==> config.mk <==
export PLATFORM = sky130hd
export DESIGN_NAME = clock_frequency_accuracy_monitor
export DESIGN_NICKNAME = d
export VERILOG_FILES = /design/src/shared/monitor_pkg.sv /design/src/shared/edge_if.sv /design/src/logic/clock_edge_tap.sv /design/src/logic/clock_frequency_accuracy_monitor.sv
export VERILOG_INCLUDE_DIRS = /design/src /design/src/shared
export SDC_FILE = /design/constraint.sdc
export NUM_CORES = 1
export LEC_CHECK = 0
export ABC_AREA = 1
export BUFFER_PORTS_ARGS = -buffer_cell sky130_fd_sc_hd__buf_2
export CORE_AREA = 2 2 115 117
export DETAILED_ROUTE_END_ITERATION = 16
export DIE_AREA = 0 0 117 119
export PLACE_DENSITY = 0.65
export SYNTH_ARGS = -nofsm -noshare
export SYNTH_HDL_FRONTEND = slang
export SYNTH_SLANG_ARGS = --single-unit
==> constraint.sdc <==
create_clock -name ref_clk -period 4.3 [get_ports ref_clk]
set_input_delay 0.43 -clock ref_clk [delete_from_list [all_inputs] [get_ports ref_clk]]
set_output_delay 0.43 -clock ref_clk [all_outputs]
set_load 0.05 [all_outputs]
==> src/shared/monitor_cfg.svh <==
/*
  constants of the clock frequency accuracy monitor: source codes,
  divider and filter encodings, limits and reset values.
  assumes it is included by bare name after the type package.

// Notes on behaviour
// - overflow raises its request only while overflow enable is set
// - frequency error raises a request only while its enable is set
// - 16-bit upper limit; a count above it is not acceptable
// - 16-bit lower limit; a count below it is not acceptable
// - reference and measurement clocks each pick one of seven sources
// - period is delimited by rising, falling or both reference edges
// - reference filter off, or sampling at measuring rate, /4 or /16
// - count divided measurement ticks over one period, then compare limits
// - in-range finish raises measurement-end request while enabled
// - overflow is signalled when the counter passes 0xFFFF
// - continuous mode restarts after each result; single mode stops
*/
`ifndef MONITOR_CFG_SVH
`define MONITOR_CFG_SVH

`define SRC_MAIN_OSC 3'h0
`define SRC_SUB_CLOCK 3'h1
`define SRC_HIGH_SPEED_OSC 3'h2
`define SRC_MID_SPEED_OSC 3'h3
`define SRC_LOW_SPEED_OSC 3'h4
`define SRC_PERIPHERAL_BUS 3'h5
`define SRC_WATCHDOG_OSC 3'h6
`define SRC_COUNT 7

`define REF_DIV_32 2'h0
`define REF_DIV_128 2'h1
`define REF_DIV_1024 2'h2
`define REF_DIV_8192 2'h3
`define REF_HALF_32 12'h00f
`define REF_HALF_128 12'h03f
`define REF_HALF_1024 12'h1ff
`define REF_HALF_8192 12'hfff

`define MEAS_DIV_1 2'h0
`define MEAS_DIV_4 2'h1
`define MEAS_DIV_8 2'h2
`define MEAS_DIV_32 2'h3
`define MEAS_TERM_1 5'h00
`define MEAS_TERM_4 5'h03
`define MEAS_TERM_8 5'h07
`define MEAS_TERM_32 5'h1f

`define EDGE_RISE 2'h0
`define EDGE_FALL 2'h1
`define EDGE_BOTH 2'h2

`define FILTER_OFF 2'h0
`define FILTER_FULL 2'h1
`define FILTER_DIV4 2'h2
`define FILTER_DIV16 2'h3
`define FILTER_TERM_FULL 4'h0
`define FILTER_TERM_DIV4 4'h3
`define FILTER_TERM_DIV16 4'hf

`define COUNT_MAX 16'hffff
`define COUNT_RESET 16'h0000

`endif

==> src/shared/monitor_pkg.sv <==
/*
  types of the clock frequency accuracy monitor.
  assumes nothing of its surroundings.
*/
package monitor_pkg;

  typedef enum logic [2:0]
  {
    PHASE_IDLE = 3'h1,
    PHASE_ARM = 3'h2,
    PHASE_COUNT = 3'h4
  } phase_type;

  typedef struct packed
  {
    logic [6:0] stage1;
    logic [6:0] stage2;
    logic [6:0] stage3;
    logic [6:0] seen;
    logic rise;
    logic fall;
  } tap_state_type;

  typedef struct packed
  {
    phase_type phase;
    logic done;
    logic [11:0] ref_div;
    logic ref_div_level;
    logic [4:0] meas_div;
    logic [3:0] filt_div;
    logic filt_sample;
    logic ref_level;
    logic [15:0] count;
    logic [15:0] result;
    logic meas_end_flag;
    logic freq_err_flag;
    logic overflow_flag;
    logic meas_end_irq;
    logic freq_err_irq;
    logic overflow_irq;
  } monitor_state_type;

endpackage

==> src/shared/edge_if.sv <==
/*
  edge pulses of one selected clock source, from the tap to the monitor.
  assumes both ends run on ref_clk.
*/
`timescale 1ns/1ns
interface edge_if;
  logic rise;
  logic fall;
  modport source (output rise, output fall);
  modport sink (input rise, input fall);
endinterface

==> src/logic/clock_edge_tap.sv <==
/*
  synchronises the seven clock sources and reports edges of the selected one.
  assumes every source toggles well below half the ref_clk rate.
*/
`timescale 1ns/1ns
`include "monitor_cfg.svh"
module clock_edge_tap
  import monitor_pkg::*;
(
  input wire logic ref_clk,
  input wire logic sys_rst,
  input wire logic [6:0] sources,
  input wire logic [2:0] sel,
  edge_if.source tap
);
  tap_state_type s;
  tap_state_type next_s;
  logic [6:0] stable;

  always_comb
  begin
    next_s = s;
    next_s.stage1 = sources;
    next_s.stage2 = s.stage1;
    next_s.stage3 = s.stage2;
    // a level counts only once stages two and three agree
    stable = ~(s.stage2 ^ s.stage3);
    next_s.seen = (stable & s.stage3) | (~stable & s.seen);
    next_s.rise = 1'b0;
    next_s.fall = 1'b0;
    if (sel < 3'(`SRC_COUNT))
    begin
      next_s.rise = stable[sel] & s.stage3[sel] & ~s.seen[sel];
      next_s.fall = stable[sel] & ~s.stage3[sel] & s.seen[sel];
    end
  end

  always_ff @(posedge ref_clk)
  begin
    if (sys_rst)
      s <= '0;
    else
      s <= next_s;
  end

  assign tap.rise = s.rise;
  assign tap.fall = s.fall;

endmodule // clock_edge_tap

==> src/logic/clock_frequency_accuracy_monitor.sv <==
/*
  clock frequency accuracy monitor: divides a reference and a measurement
  source, counts measurement ticks over one reference period and checks the
  count against two limits.
  assumes sources are slow beside ref_clk and software holds settings stable
  while measure_enable is high.
*/
`timescale 1ns/1ns
`include "monitor_cfg.svh"
module clock_frequency_accuracy_monitor
  import monitor_pkg::*;
(
  input wire logic ref_clk,
  input wire logic sys_rst,
  input wire logic main_osc,
  input wire logic sub_clock,
  input wire logic high_speed_internal_osc,
  input wire logic mid_speed_internal_osc,
  input wire logic low_speed_internal_osc,
  input wire logic peripheral_bus_clock,
  input wire logic watchdog_oscillator,
  input wire logic measure_enable,
  input wire logic continuous_mode,
  input wire logic [2:0] ref_source_sel,
  input wire logic [1:0] ref_div_sel,
  input wire logic [1:0] ref_edge_sel,
  input wire logic [1:0] ref_filter_sel,
  input wire logic [2:0] meas_source_sel,
  input wire logic [1:0] meas_div_sel,
  input wire logic [15:0] upper_limit,
  input wire logic [15:0] lower_limit,
  input wire logic meas_end_irq_enable,
  input wire logic freq_err_irq_enable,
  input wire logic overflow_irq_enable,
  input wire logic flag_clear,
  output logic [15:0] count_value,
  output logic [15:0] count_result,
  output logic measuring,
  output logic meas_end_flag,
  output logic freq_err_flag,
  output logic overflow_flag,
  output logic meas_end_irq,
  output logic freq_err_irq,
  output logic overflow_irq
);
  monitor_state_type s;
  monitor_state_type next_s;
  logic [6:0] sources;
  logic hit;
  logic tick;
  logic in_range;

  edge_if ref_edges ();
  edge_if meas_edges ();

  function automatic logic [11:0] ref_half(input logic [1:0] sel);
    logic [11:0] half;
    half = `REF_HALF_8192;
    if (sel == `REF_DIV_32)
      half = `REF_HALF_32;
    else if (sel == `REF_DIV_128)
      half = `REF_HALF_128;
    else if (sel == `REF_DIV_1024)
      half = `REF_HALF_1024;
    return half;
  endfunction

  function automatic logic [4:0] meas_term(input logic [1:0] sel);
    logic [4:0] term;
    term = `MEAS_TERM_32;
    if (sel == `MEAS_DIV_1)
      term = `MEAS_TERM_1;
    else if (sel == `MEAS_DIV_4)
      term = `MEAS_TERM_4;
    else if (sel == `MEAS_DIV_8)
      term = `MEAS_TERM_8;
    return term;
  endfunction

  function automatic logic [3:0] filter_term(input logic [1:0] sel);
    logic [3:0] term;
    term = `FILTER_TERM_DIV16;
    if (sel == `FILTER_FULL)
      term = `FILTER_TERM_FULL;
    else if (sel == `FILTER_DIV4)
      term = `FILTER_TERM_DIV4;
    return term;
  endfunction

  assign sources = {watchdog_oscillator, peripheral_bus_clock,
                    low_speed_internal_osc, mid_speed_internal_osc,
                    high_speed_internal_osc, sub_clock, main_osc};

  clock_edge_tap ref_tap
  (
    .ref_clk(ref_clk),
    .sys_rst(sys_rst),
    .sources(sources),
    .sel(ref_source_sel),
    .tap(ref_edges.source)
  );

  clock_edge_tap meas_tap
  (
    .ref_clk(ref_clk),
    .sys_rst(sys_rst),
    .sources(sources),
    .sel(meas_source_sel),
    .tap(meas_edges.source)
  );

  always_comb
  begin
    next_s = s;
    next_s.meas_end_irq = 1'b0;
    next_s.freq_err_irq = 1'b0;
    next_s.overflow_irq = 1'b0;
    hit = 1'b0;
    tick = 1'b0;
    in_range = 1'b0;
    // clear first so that an event in the same cycle wins
    if (flag_clear)
    begin
      next_s.meas_end_flag = 1'b0;
      next_s.freq_err_flag = 1'b0;
      next_s.overflow_flag = 1'b0;
    end
    // divided reference is a square wave, half a period per toggle
    if (ref_edges.rise)
    begin
      if (s.ref_div >= ref_half(ref_div_sel))
      begin
        next_s.ref_div = 12'h000;
        next_s.ref_div_level = ~s.ref_div_level;
      end
      else
        next_s.ref_div = s.ref_div + 12'h001;
    end
    if (meas_edges.rise)
    begin
      if (s.meas_div >= meas_term(meas_div_sel))
      begin
        next_s.meas_div = 5'h00;
        tick = 1'b1;
      end
      else
        next_s.meas_div = s.meas_div + 5'h01;
    end
    // filter takes a level only after two equal samples in a row
    if (ref_filter_sel == `FILTER_OFF)
      next_s.ref_level = s.ref_div_level;
    else if (meas_edges.rise)
    begin
      if (s.filt_div >= filter_term(ref_filter_sel))
      begin
        next_s.filt_div = 4'h0;
        next_s.filt_sample = s.ref_div_level;
        if (s.ref_div_level == s.filt_sample)
          next_s.ref_level = s.ref_div_level;
      end
      else
        next_s.filt_div = s.filt_div + 4'h1;
    end
    if (ref_edge_sel == `EDGE_RISE)
      hit = next_s.ref_level & ~s.ref_level;
    else if (ref_edge_sel == `EDGE_FALL)
      hit = ~next_s.ref_level & s.ref_level;
    else if (ref_edge_sel == `EDGE_BOTH)
      hit = next_s.ref_level ^ s.ref_level;
    if (!measure_enable)
    begin
      next_s.phase = PHASE_IDLE;
      next_s.done = 1'b0;
      next_s.count = `COUNT_RESET;
    end
    else
    begin
      case (s.phase)
        PHASE_IDLE:
        begin
          // a finished single measurement waits for enable to drop
          if (!s.done)
            next_s.phase = PHASE_ARM;
        end
        PHASE_ARM:
        begin
          if (hit)
          begin
            next_s.phase = PHASE_COUNT;
            next_s.count = `COUNT_RESET;
          end
        end
        PHASE_COUNT:
        begin
          if (hit)
          begin
            // a tick landing on the closing edge is dropped
            next_s.result = s.count;
            in_range = (s.count <= upper_limit) &&
                       (s.count >= lower_limit);
            if (in_range)
            begin
              next_s.meas_end_flag = 1'b1;
              next_s.meas_end_irq = meas_end_irq_enable;
            end
            else
            begin
              next_s.freq_err_flag = 1'b1;
              next_s.freq_err_irq = freq_err_irq_enable;
            end
            next_s.count = `COUNT_RESET;
            if (!continuous_mode)
            begin
              next_s.phase = PHASE_IDLE;
              next_s.done = 1'b1;
            end
          end
          else if (tick)
          begin
            if (s.count == `COUNT_MAX)
            begin
              next_s.overflow_flag = 1'b1;
              next_s.overflow_irq = overflow_irq_enable;
            end
            next_s.count = s.count + 16'h0001;
          end
        end
        default:
          next_s.phase = PHASE_IDLE;
      endcase
    end
  end

  always_ff @(posedge ref_clk)
  begin
    if (sys_rst)
      s <= '{phase: PHASE_IDLE, default: '0};
    else
      s <= next_s;
  end

  assign count_value = s.count;
  assign count_result = s.result;
  assign measuring = (s.phase != PHASE_IDLE);
  assign meas_end_flag = s.meas_end_flag;
  assign freq_err_flag = s.freq_err_flag;
  assign overflow_flag = s.overflow_flag;
  assign meas_end_irq = s.meas_end_irq;
  assign freq_err_irq = s.freq_err_irq;
  assign overflow_irq = s.overflow_irq;
endmodule // clock_frequency_accuracy_monitor

# --- Word-level counts from Yosys, hierarchy flattened ---
# Cells that the tools add are included.
# W data, S select, Z words.
word_totals:
  register_bits: 103
  input_bits: 61
  out_inout_bits: 39
  word_cells: 164
classes:
  addsub: 4
  order_cmp: 9
  eq_ne: 19
  mux: 60
  bitwise_logic: 30
  reduce_logical: 19
op_table:
  columns: ["op", "count"]
  rows:
  - ["$mux W12", 5]
  - ["$mux W16", 3]
  - ["$pmux W16 S2", 1]
  - ["$mux W4", 7]
  - ["$mux W1", 25]
  - ["$mux W5", 5]
  - ["$and A7 B7 Y7", 3]
  - ["$bmux W1 S3", 6]
  - ["$add A16 B1 Y16 const B", 1]
  - ["$eq A16 B16 Y1 const B", 1]
  - ["$ge A16 B16 Y1", 1]
  - ["$le A16 B16 Y1", 1]
  - ["$not A1 Y1", 15]
  - ["$not A7 Y7", 2]
  - ["$or A7 B7 Y7", 2]
  - ["$add A12 B1 Y12 const B", 1]
  - ["$ge A12 B12 Y1", 1]
  - ["$mux W6", 2]
  - ["$reduce_and A3 Y1", 4]
  - ["$reduce_or A5 Y1", 2]
  - ["$mux W3", 3]
  - ["$pmux W3 S3", 1]
  - ["$eq A2 B1 Y1 const B", 4]
  - ["$eq A2 B2 Y1 const B", 4]
  - ["24 further kinds", 41]

# --- Longest topological paths before layout ---
# Gate-level depths: netlist of run 1.
logic_depth:
  ltp_word: 16
  depth_mapped: 22

# --- Cells and area by module ---
# From an unflattened synthesis of run 1, not the netlist that was laid out.
hier_totals:
  cells_unflattened: 1027
  area_unflattened_um2: 7129.3
modules_own_cells:
  columns: ["module", "instances", "cells_per_inst", "area_each_um2"]
  rows:
  - ["clock_frequency_accuracy_monitor", 1, 667, 4694.5]
  - ["clock_edge_tap", 2, 180, 1217.4]

# --- Least setup slack after synthesis of run 1 ---
# Ideal clock, no wire load.
synth_path:
  path_kind: "input-to-reg"
  start: "input ref_filter_sel[0]"
  end: "register s (netlist bit count_result[3])"
  setup_ps: 116
  arrival_ps: 2712
  required_time_ps: 4184
  slack_ps: 1472
  cell_stages: 19
  n_path_buf: 1
  cell_sequence: "inv_1 > ha_1 > ha_1 > nand2_1 > o21ai_0 > nand3_1 > nand2_1 > nand2_1 > nand2_1 > ha_1 > inv_1 > nand2_1 > nand3_1 > o21ai_4 > nor3_4 > inv_2 > buf_2 > nor2_1 > nor2_1"
synth_rtl:
  columns: ["item", "line", "rtl"]
  rows:
  - ["start: declaration", "clock_frequency_accuracy_monitor.sv:27", "input wire logic [1:0] ref_filter_sel,"]
  - ["end signal: assignment", "clock_frequency_accuracy_monitor.sv:239", "s <= next_s;"]
  - ["end: declaration", "clock_frequency_accuracy_monitor.sv:46", "monitor_state_type s;"]

==> results of run 1 <==
power groups by stage:
stage | combinational, W | clock [W] | sequential (W)
after detailed placement | 0.000147 | 0 | 0.000936
after floorplan | 0.000101 | 0 | 0.000931
after global routing | 0.000172 | 0.000847 | 0.000917
after global placement | 0.000146 | 0 | 0.000935
after CTS | 0.000149 | 0.000802 | 0.000915
final | 0.000146 | 0.000782 | 0.000915
kinds of logic (layout without fill, tap and decap cells):
group           Yosys count  after routing  share of synthesized area, %
xor+xnor                 13             13                          1.95
buf+inv                 165            233                          13.4
flops                    96             96                          32.9
compound gates          114            114                          11.7
fa+ha+maj                57             57                          12.2
simple gates            376            376                          27.9
state kept, by name (all words and copies together), names as in the netlist, named ones only:
name               count
overflow_flag          1
freq_err_irq           1
overflow_irq           1
count_result          16
s                     28
meas_end_flag          1
ref_tap.tap.rise       1
meas_end_irq           1
freq_err_flag          1
meas_tap.tap.rise      1
ref_tap.next_s        14
ref_tap.s              7
count_value           16
worst paths after layout:
| path | endpoint | slack (ns) | startpoint |
|---|---|---|---|
| worst max register to register | meas_end_irq | 1.19 | s[40] |
| worst max-delay path | meas_end_irq | 1.17 | ref_filter_sel[0] |
| worst min-delay path | ref_tap.next_s[21] | 0.28 | peripheral_bus_clock |
| worst min register to register | ref_tap.next_s[12] | 0.40 | ref_tap.next_s[19] |
layer usage:
layer / track usage (%) / vias up
li1: - / 2714
met1: 27.0 / 2199
met2: 29.5 / 119
met3: 4.43 / 13
met4: 4.78 / 0
met5: 0 / -
critical path, stage by stage:
cell	delay, ns
buf_2	0.09
inv_1	0.04
ha_1	0.30
ha_1	0.30
nand2_1	0.04
o21ai_0	0.36
nand3_1	0.12
nand2_1	0.08
nand2_1	0.06
nand2_1	0.09
ha_1	0.23
inv_1	0.05
nand2_1	0.04
nand3_1	0.12
o21ai_4	0.18
nor3_4	0.15
buf_4	0.26
inv_2	0.14
nor2_1	0.14
nand3_1	0.11
nor2_1	0.09
through the flow:
| step | power [W] | worst slack, ns | std cells | utilization [%] |
|---|---|---|---|---|
| 3_3_place_gp | 0.00108 | 0.914 | 1049 | 48.4 |
| 5_1_grt | 0.00194 | 0.752 | 1065 | 50.6 |
| 6_report | 0.00184 | 1.17 | 1065 | 50.6 |
| 4_1_cts | 0.00187 | 1.17 | 1065 | 50.6 |
| 3_5_place_dp | 0.00108 | 0.819 | 1049 | 48.4 |
| 2_1_floorplan | 0.00103 | 1.47 | 821 | - |
cell type report:
| cell class | instances | area, µm² | share of cell area, % |
|---|---|---|---|
| clock buffer | 9 | 225 | 3.46 |
| clock inverter | 7 | 65.1 | 0.998 |
| inverter | 116 | 435 | 6.68 |
| multi-input combinational | 560 | 3140 | 48.2 |
| sequential | 96 | 1920 | 29.5 |
| tap | 176 | 220 | 3.38 |
| timing repair buffer | 101 | 510 | 7.83 |
cells in the mapped netlist (all sizes together), types with 2 or more instances:
cell	count
nor3	16
xor2	11
xnor2	2
o21bai	8
o21ai	34
nand2	169
nand4	15
dfxtp	96
ha	57
a21oi	61
nor2	135
clkbuf	4
a211oi	2
buf	45
o311ai	2
o21a	2
nand3	34
inv	116
a31o	2
nand3b	5
==> run metrics, run 1 <==
ant diodes=0; die area=0.0139 mm²; critical path type=in2reg; unrepaired setup endpoints after global routing=no; worst hold slack=0.281 ns; Seq/Total Area, Yosys=32.9%; post-detail-place hpwl=9380 µm; IO Count=100; crit path capture type=flop; router iterations before antenna repair=4; DR DRC count=0; first-pass GRT wire length=21300 µm; commonest non-fill, non-tap cells in the layout=161 x nand2_1, 130 x nor2_1, 110 x inv_1; fin crit period=3.13 ns; CTS tree=done; worst slew pin tran=0.592 ns; Vert. Die Dim=119 µm; status=finished clean; share of cells above drive strength 1=17.7%; initial antenna violation count=0; sequential power share=49.6%; Post-synth EDFFs=0; core footprint=around 0.013 mm²; Critical Path AT=3.42 ns; Final ANT Viol Nets=0; Cell Pwr Density=283 mW/mm²; synthesis-stage register bit count=96; Hold Path Depth=3; Rows=42; fin nets=1002; filler instances=between 1000 and 1500; Syn Nets=~940; Area Growth Syn to Fin=11.6%; post-cts hold buffer count=0; Fmax=320 MHz; setup violators final=0; peak supply drop=around 0.00016 V; Syn Area/Cell=roughly 7.1 µm²; First DRT Iteration DRCs=302; Final Skew=0.00717 ns; CP Launch Type=input port; most common cell after layout, fill and taps aside=nand2_1; worst hold path type=in2reg; Relative slew margins=60.4%; Via density=roughly 4.7; met3 wire length=613 µm; Clock Tree Root=clkbuf_16; placer congestion estimate=0.855; Yosys top cell by area=dfxtp_1; Num CTS Buffers=9; Switching Share=25.8%; Clk pwr share=42.4%; max cap viols=0; max-slew violation count=0; Yosys Warn Count=0; Fin. Hold Viols=0; Clock Latency Late Sink=0.35 ns; clock-pin slew on the worst setup and hold paths=0.07 ns; GRT overflow=0; asr flop ratio synth=0%; Die Width=117 µm; WL/cell=11.7 µm; total number of vias=approximately 5000; Post-Route WL=12500 µm; top routing layer used=met4; leak pwr=3.23 nW; Setup TNS=0 ns; # resized after CTS=0; post-synth top area share=between 30% and 40%; dpl cell area=approximately 0.0062 mm²; largest net degree at the start of global routing=29; Post-CTS Setup Inserts=0; synth top area cells=dfxtp_1 33%, ha_1 12%, nand2_1 10%, nor2_1 8.4%, inv_1 7.1%; Clock Path Buffers=2; Worst R2R Path Depth=21; H-tree Lvls=3; Comb pwr share=7.9%; M1 WL=between 6000 and 7000 µm; final instance area=0.00652 mm²; Switch Pwr=0.000476 W; CP required=4.59 ns; Synth Cell Area=0.00584 mm²; Tot GR Track Use=19.1%; IO buf count=99; Starting Density=45.4%; synth unique cells=40; Post-synth top flop=dfxtp_1; clock sink count=96; vias in the first global route=4665; Tcrit/Tclk final=72.7%; Internal=0.00137 W; met2 routed WL=5270 µm; crit path max fanout=23; Cells after Synth=821
No activity file was read; power rests on OpenSTA's default activity.
==> run 2, diff against run 1 <==
- clock period: 4.3 -> 2.9 ns (I/O delays scaled with it)
==> run 2 against run 1 <==
- routed wire length grew 1.4%
- sequential share of layout area shrank 0.65 points
- core utilization grew 1.2 points
- power grew 49%
- global-route usage grew 0.13 points
- die area is the same
- largest power group unchanged
- clock skew grew 0.0019 ns
- clock power grew 50%
- final area grew 2.3%
- final cell count grew 1.3%
- critical path type is now reg2reg
- first-iteration DRC count shrank 23%
==> run metrics, run 2 (synthesis gave the netlist of run 1 again) <==
commonest non-fill, non-tap cells in the layout=161 x nand2_1, 130 x nor2_1, 109 x inv_1; min-delay src=main_osc; CP Launch Type=flop; max cap viols=0; core footprint=approximately 0.013 mm²; share of cells above drive strength 1=between 10% and 20%; filler instances=1315; cell repeated most along the worst path=nand2_1; unrepaired setup endpoints after global routing=no; Starting Density=45.4%; worst r2r src=s[40]; max FFs per register=28; initial antenna violation count=0; final instance area=0.00667 mm²; worst hold path type=in2reg; crit path launch=s[40]; fin crit period=roughly 2.6 ns; die area=approximately 0.014 mm²; Reg2Reg Capture Point=count_value[8]; crit path max fanout=11; placer congestion estimate=0.830; Vert. Die Dim=119 µm; crit path capture type=flop; leak pwr=3.31 nW; DR DRC count=0; CP required=around 3.2 ns; Post-Route WL=12700 µm; flip-flop and latch area=0.00192 mm²; Hold Path Depth=3; IO buf count=99; setup violators final=0; largest net degree at the start of global routing=25; Post-CTS Setup Inserts=0; Area Growth Syn to Fin=14.1%; Relative slew margins=70.4%; Slowest-stage cell, CP=dfxtp_2; fin worst setup slack=0.280 ns; first-pass GRT wire length=~22000 µm; Most flops, register=s; total number of vias=5008; status=finished clean; Worst R2R Path Depth=20; WL/cell=between 10 and 15 µm; clock-pin slew on the worst setup and hold paths=0.08 ns; Num CTS Buffers=9; Reg2Reg Setup Slack=0.28 ns; dpl cell area=approximately 0.0064 mm²; Final ANT Viol Nets=0; CTS tree=done; Clock Latency Late Sink=0.34 ns; ant diodes=0; Critical Path AT=between 2 and 3 ns; post-detail-place hpwl=9640 µm; critical path type=reg2reg; most common cell after layout, fill and taps aside=nand2_1; GRT overflow=0; Tcrit/Tclk final=about 90%; Final Skew=between 0.009 and 0.01 ns; Via density=roughly 4.6; dpl ws=-0.0854 ns; Tot GR Track Use=between 10% and 20%; Fin. Hold Viols=0; Clock Path Buffers=2; vias in the first global route=between 4000 and 5000; peak supply drop=~0.00026 V; IO Count=100; CP cell instances=inv_1 -> ha_1 -> inv_1 -> nand2_1 -> a21oi_1 -> o21ai_2 -> nand3_1 -> nand2_1 -> nand2_1 -> nand2_1 -> ha_1 -> inv_1 -> nand2_1 -> nand3_1 -> o21ai_4 -> buf_6 -> nand3_1 -> nor2_1 -> nand3_1 -> a21oi_1; Hold Path End=ref_tap.next_s[16]; Fmax=between 300 and 400 MHz; router iterations before antenna repair=4; fin nets=1016; clock sink count=96; worst slew pin tran=0.444 ns; CP max stage delay=0.35 ns; Cell Pwr Density=413 mW/mm²; max-slew violation count=0; First DRT Iteration DRCs=232; Rows=42; H-tree Lvls=3; area of the multi-input gates=0.00314 mm²; Clock Tree Root=clkbuf_16; Die Width=117 µm
## run 2: how the worst max path moves through the flow
stage / to / slack, ns / cells past startpoint
2_1_floorplan: count_result[3] / 0.21 / 19
3_3_place_gp: count_value[13] / 0.04 / 19
3_5_place_dp: count_value[8] / -0.09 / 19
4_1_cts: count_value[8] / 0.16 / 19
5_1_grt: count_result[1] / 0.03 / 20
6_report: count_value[8] / 0.28 / 20
## run 2: layout make-up
type	instances	share of cell area (%)
multi-input cells	560	47.1
flip-flops and latches	96	28.8
repair buffers	115	9.72
inverters	116	6.53
clock buffers	9	3.38
well taps	176	3.30
clock inverters	7	1.09
## run 2: stage by stage
| step | utilization, % | total power, W | TNS (ns) | std cells | hold slack, ns |
|---|---|---|---|---|---|
| 5_1_grt | 51.8 | 0.00290 | 0 | 1079 | 0.135 |
| 4_1_cts | 51.7 | 0.00279 | 0 | 1079 | 0.136 |
| 3_3_place_gp | 49.4 | 0.00161 | 0 | 1063 | 0.389 |
| 3_5_place_dp | 49.4 | 0.00161 | -0.650 | 1063 | 0.392 |
| 6_report | 51.8 | 0.00275 | 0 | 1079 | 0.145 |
| 2_1_floorplan | - | 0.00153 | 0 | 821 | 0.388 |
## run 2: critical path: cells and delay by family, from the launching register on
kind	cells	cell delay, ns
compound gates	4	0.56
fa+ha+maj	2	0.55
buf+inv	4	0.35
flops	1	0.35
simple gates	10	0.75
## run 2: report_power, final
| group | switching [W] | total (W) | internal (W) |
|---|---|---|---|
| sequential | 0.0000153 | 0.00135 | 0.00134 |
| clock | 0.000557 | 0.00117 | 0.000611 |
| combinational | 0.000136 | 0.000228 | 0.0000924 |
## run 2: per-layer routing
metal	track usage, %	up-vias	routed length (µm)
li1	-	2741	-
met4	3.75	0	64
met3	3.16	7	599
met5	0	-	0
met2	30.1	102	5460
met1	28.0	2158	6550
## run 2: repair_timing
action,in CTS,in global routing
gates resized for setup,0,6
endpoints found under the setup margin,0,38
hold buffers,0,0
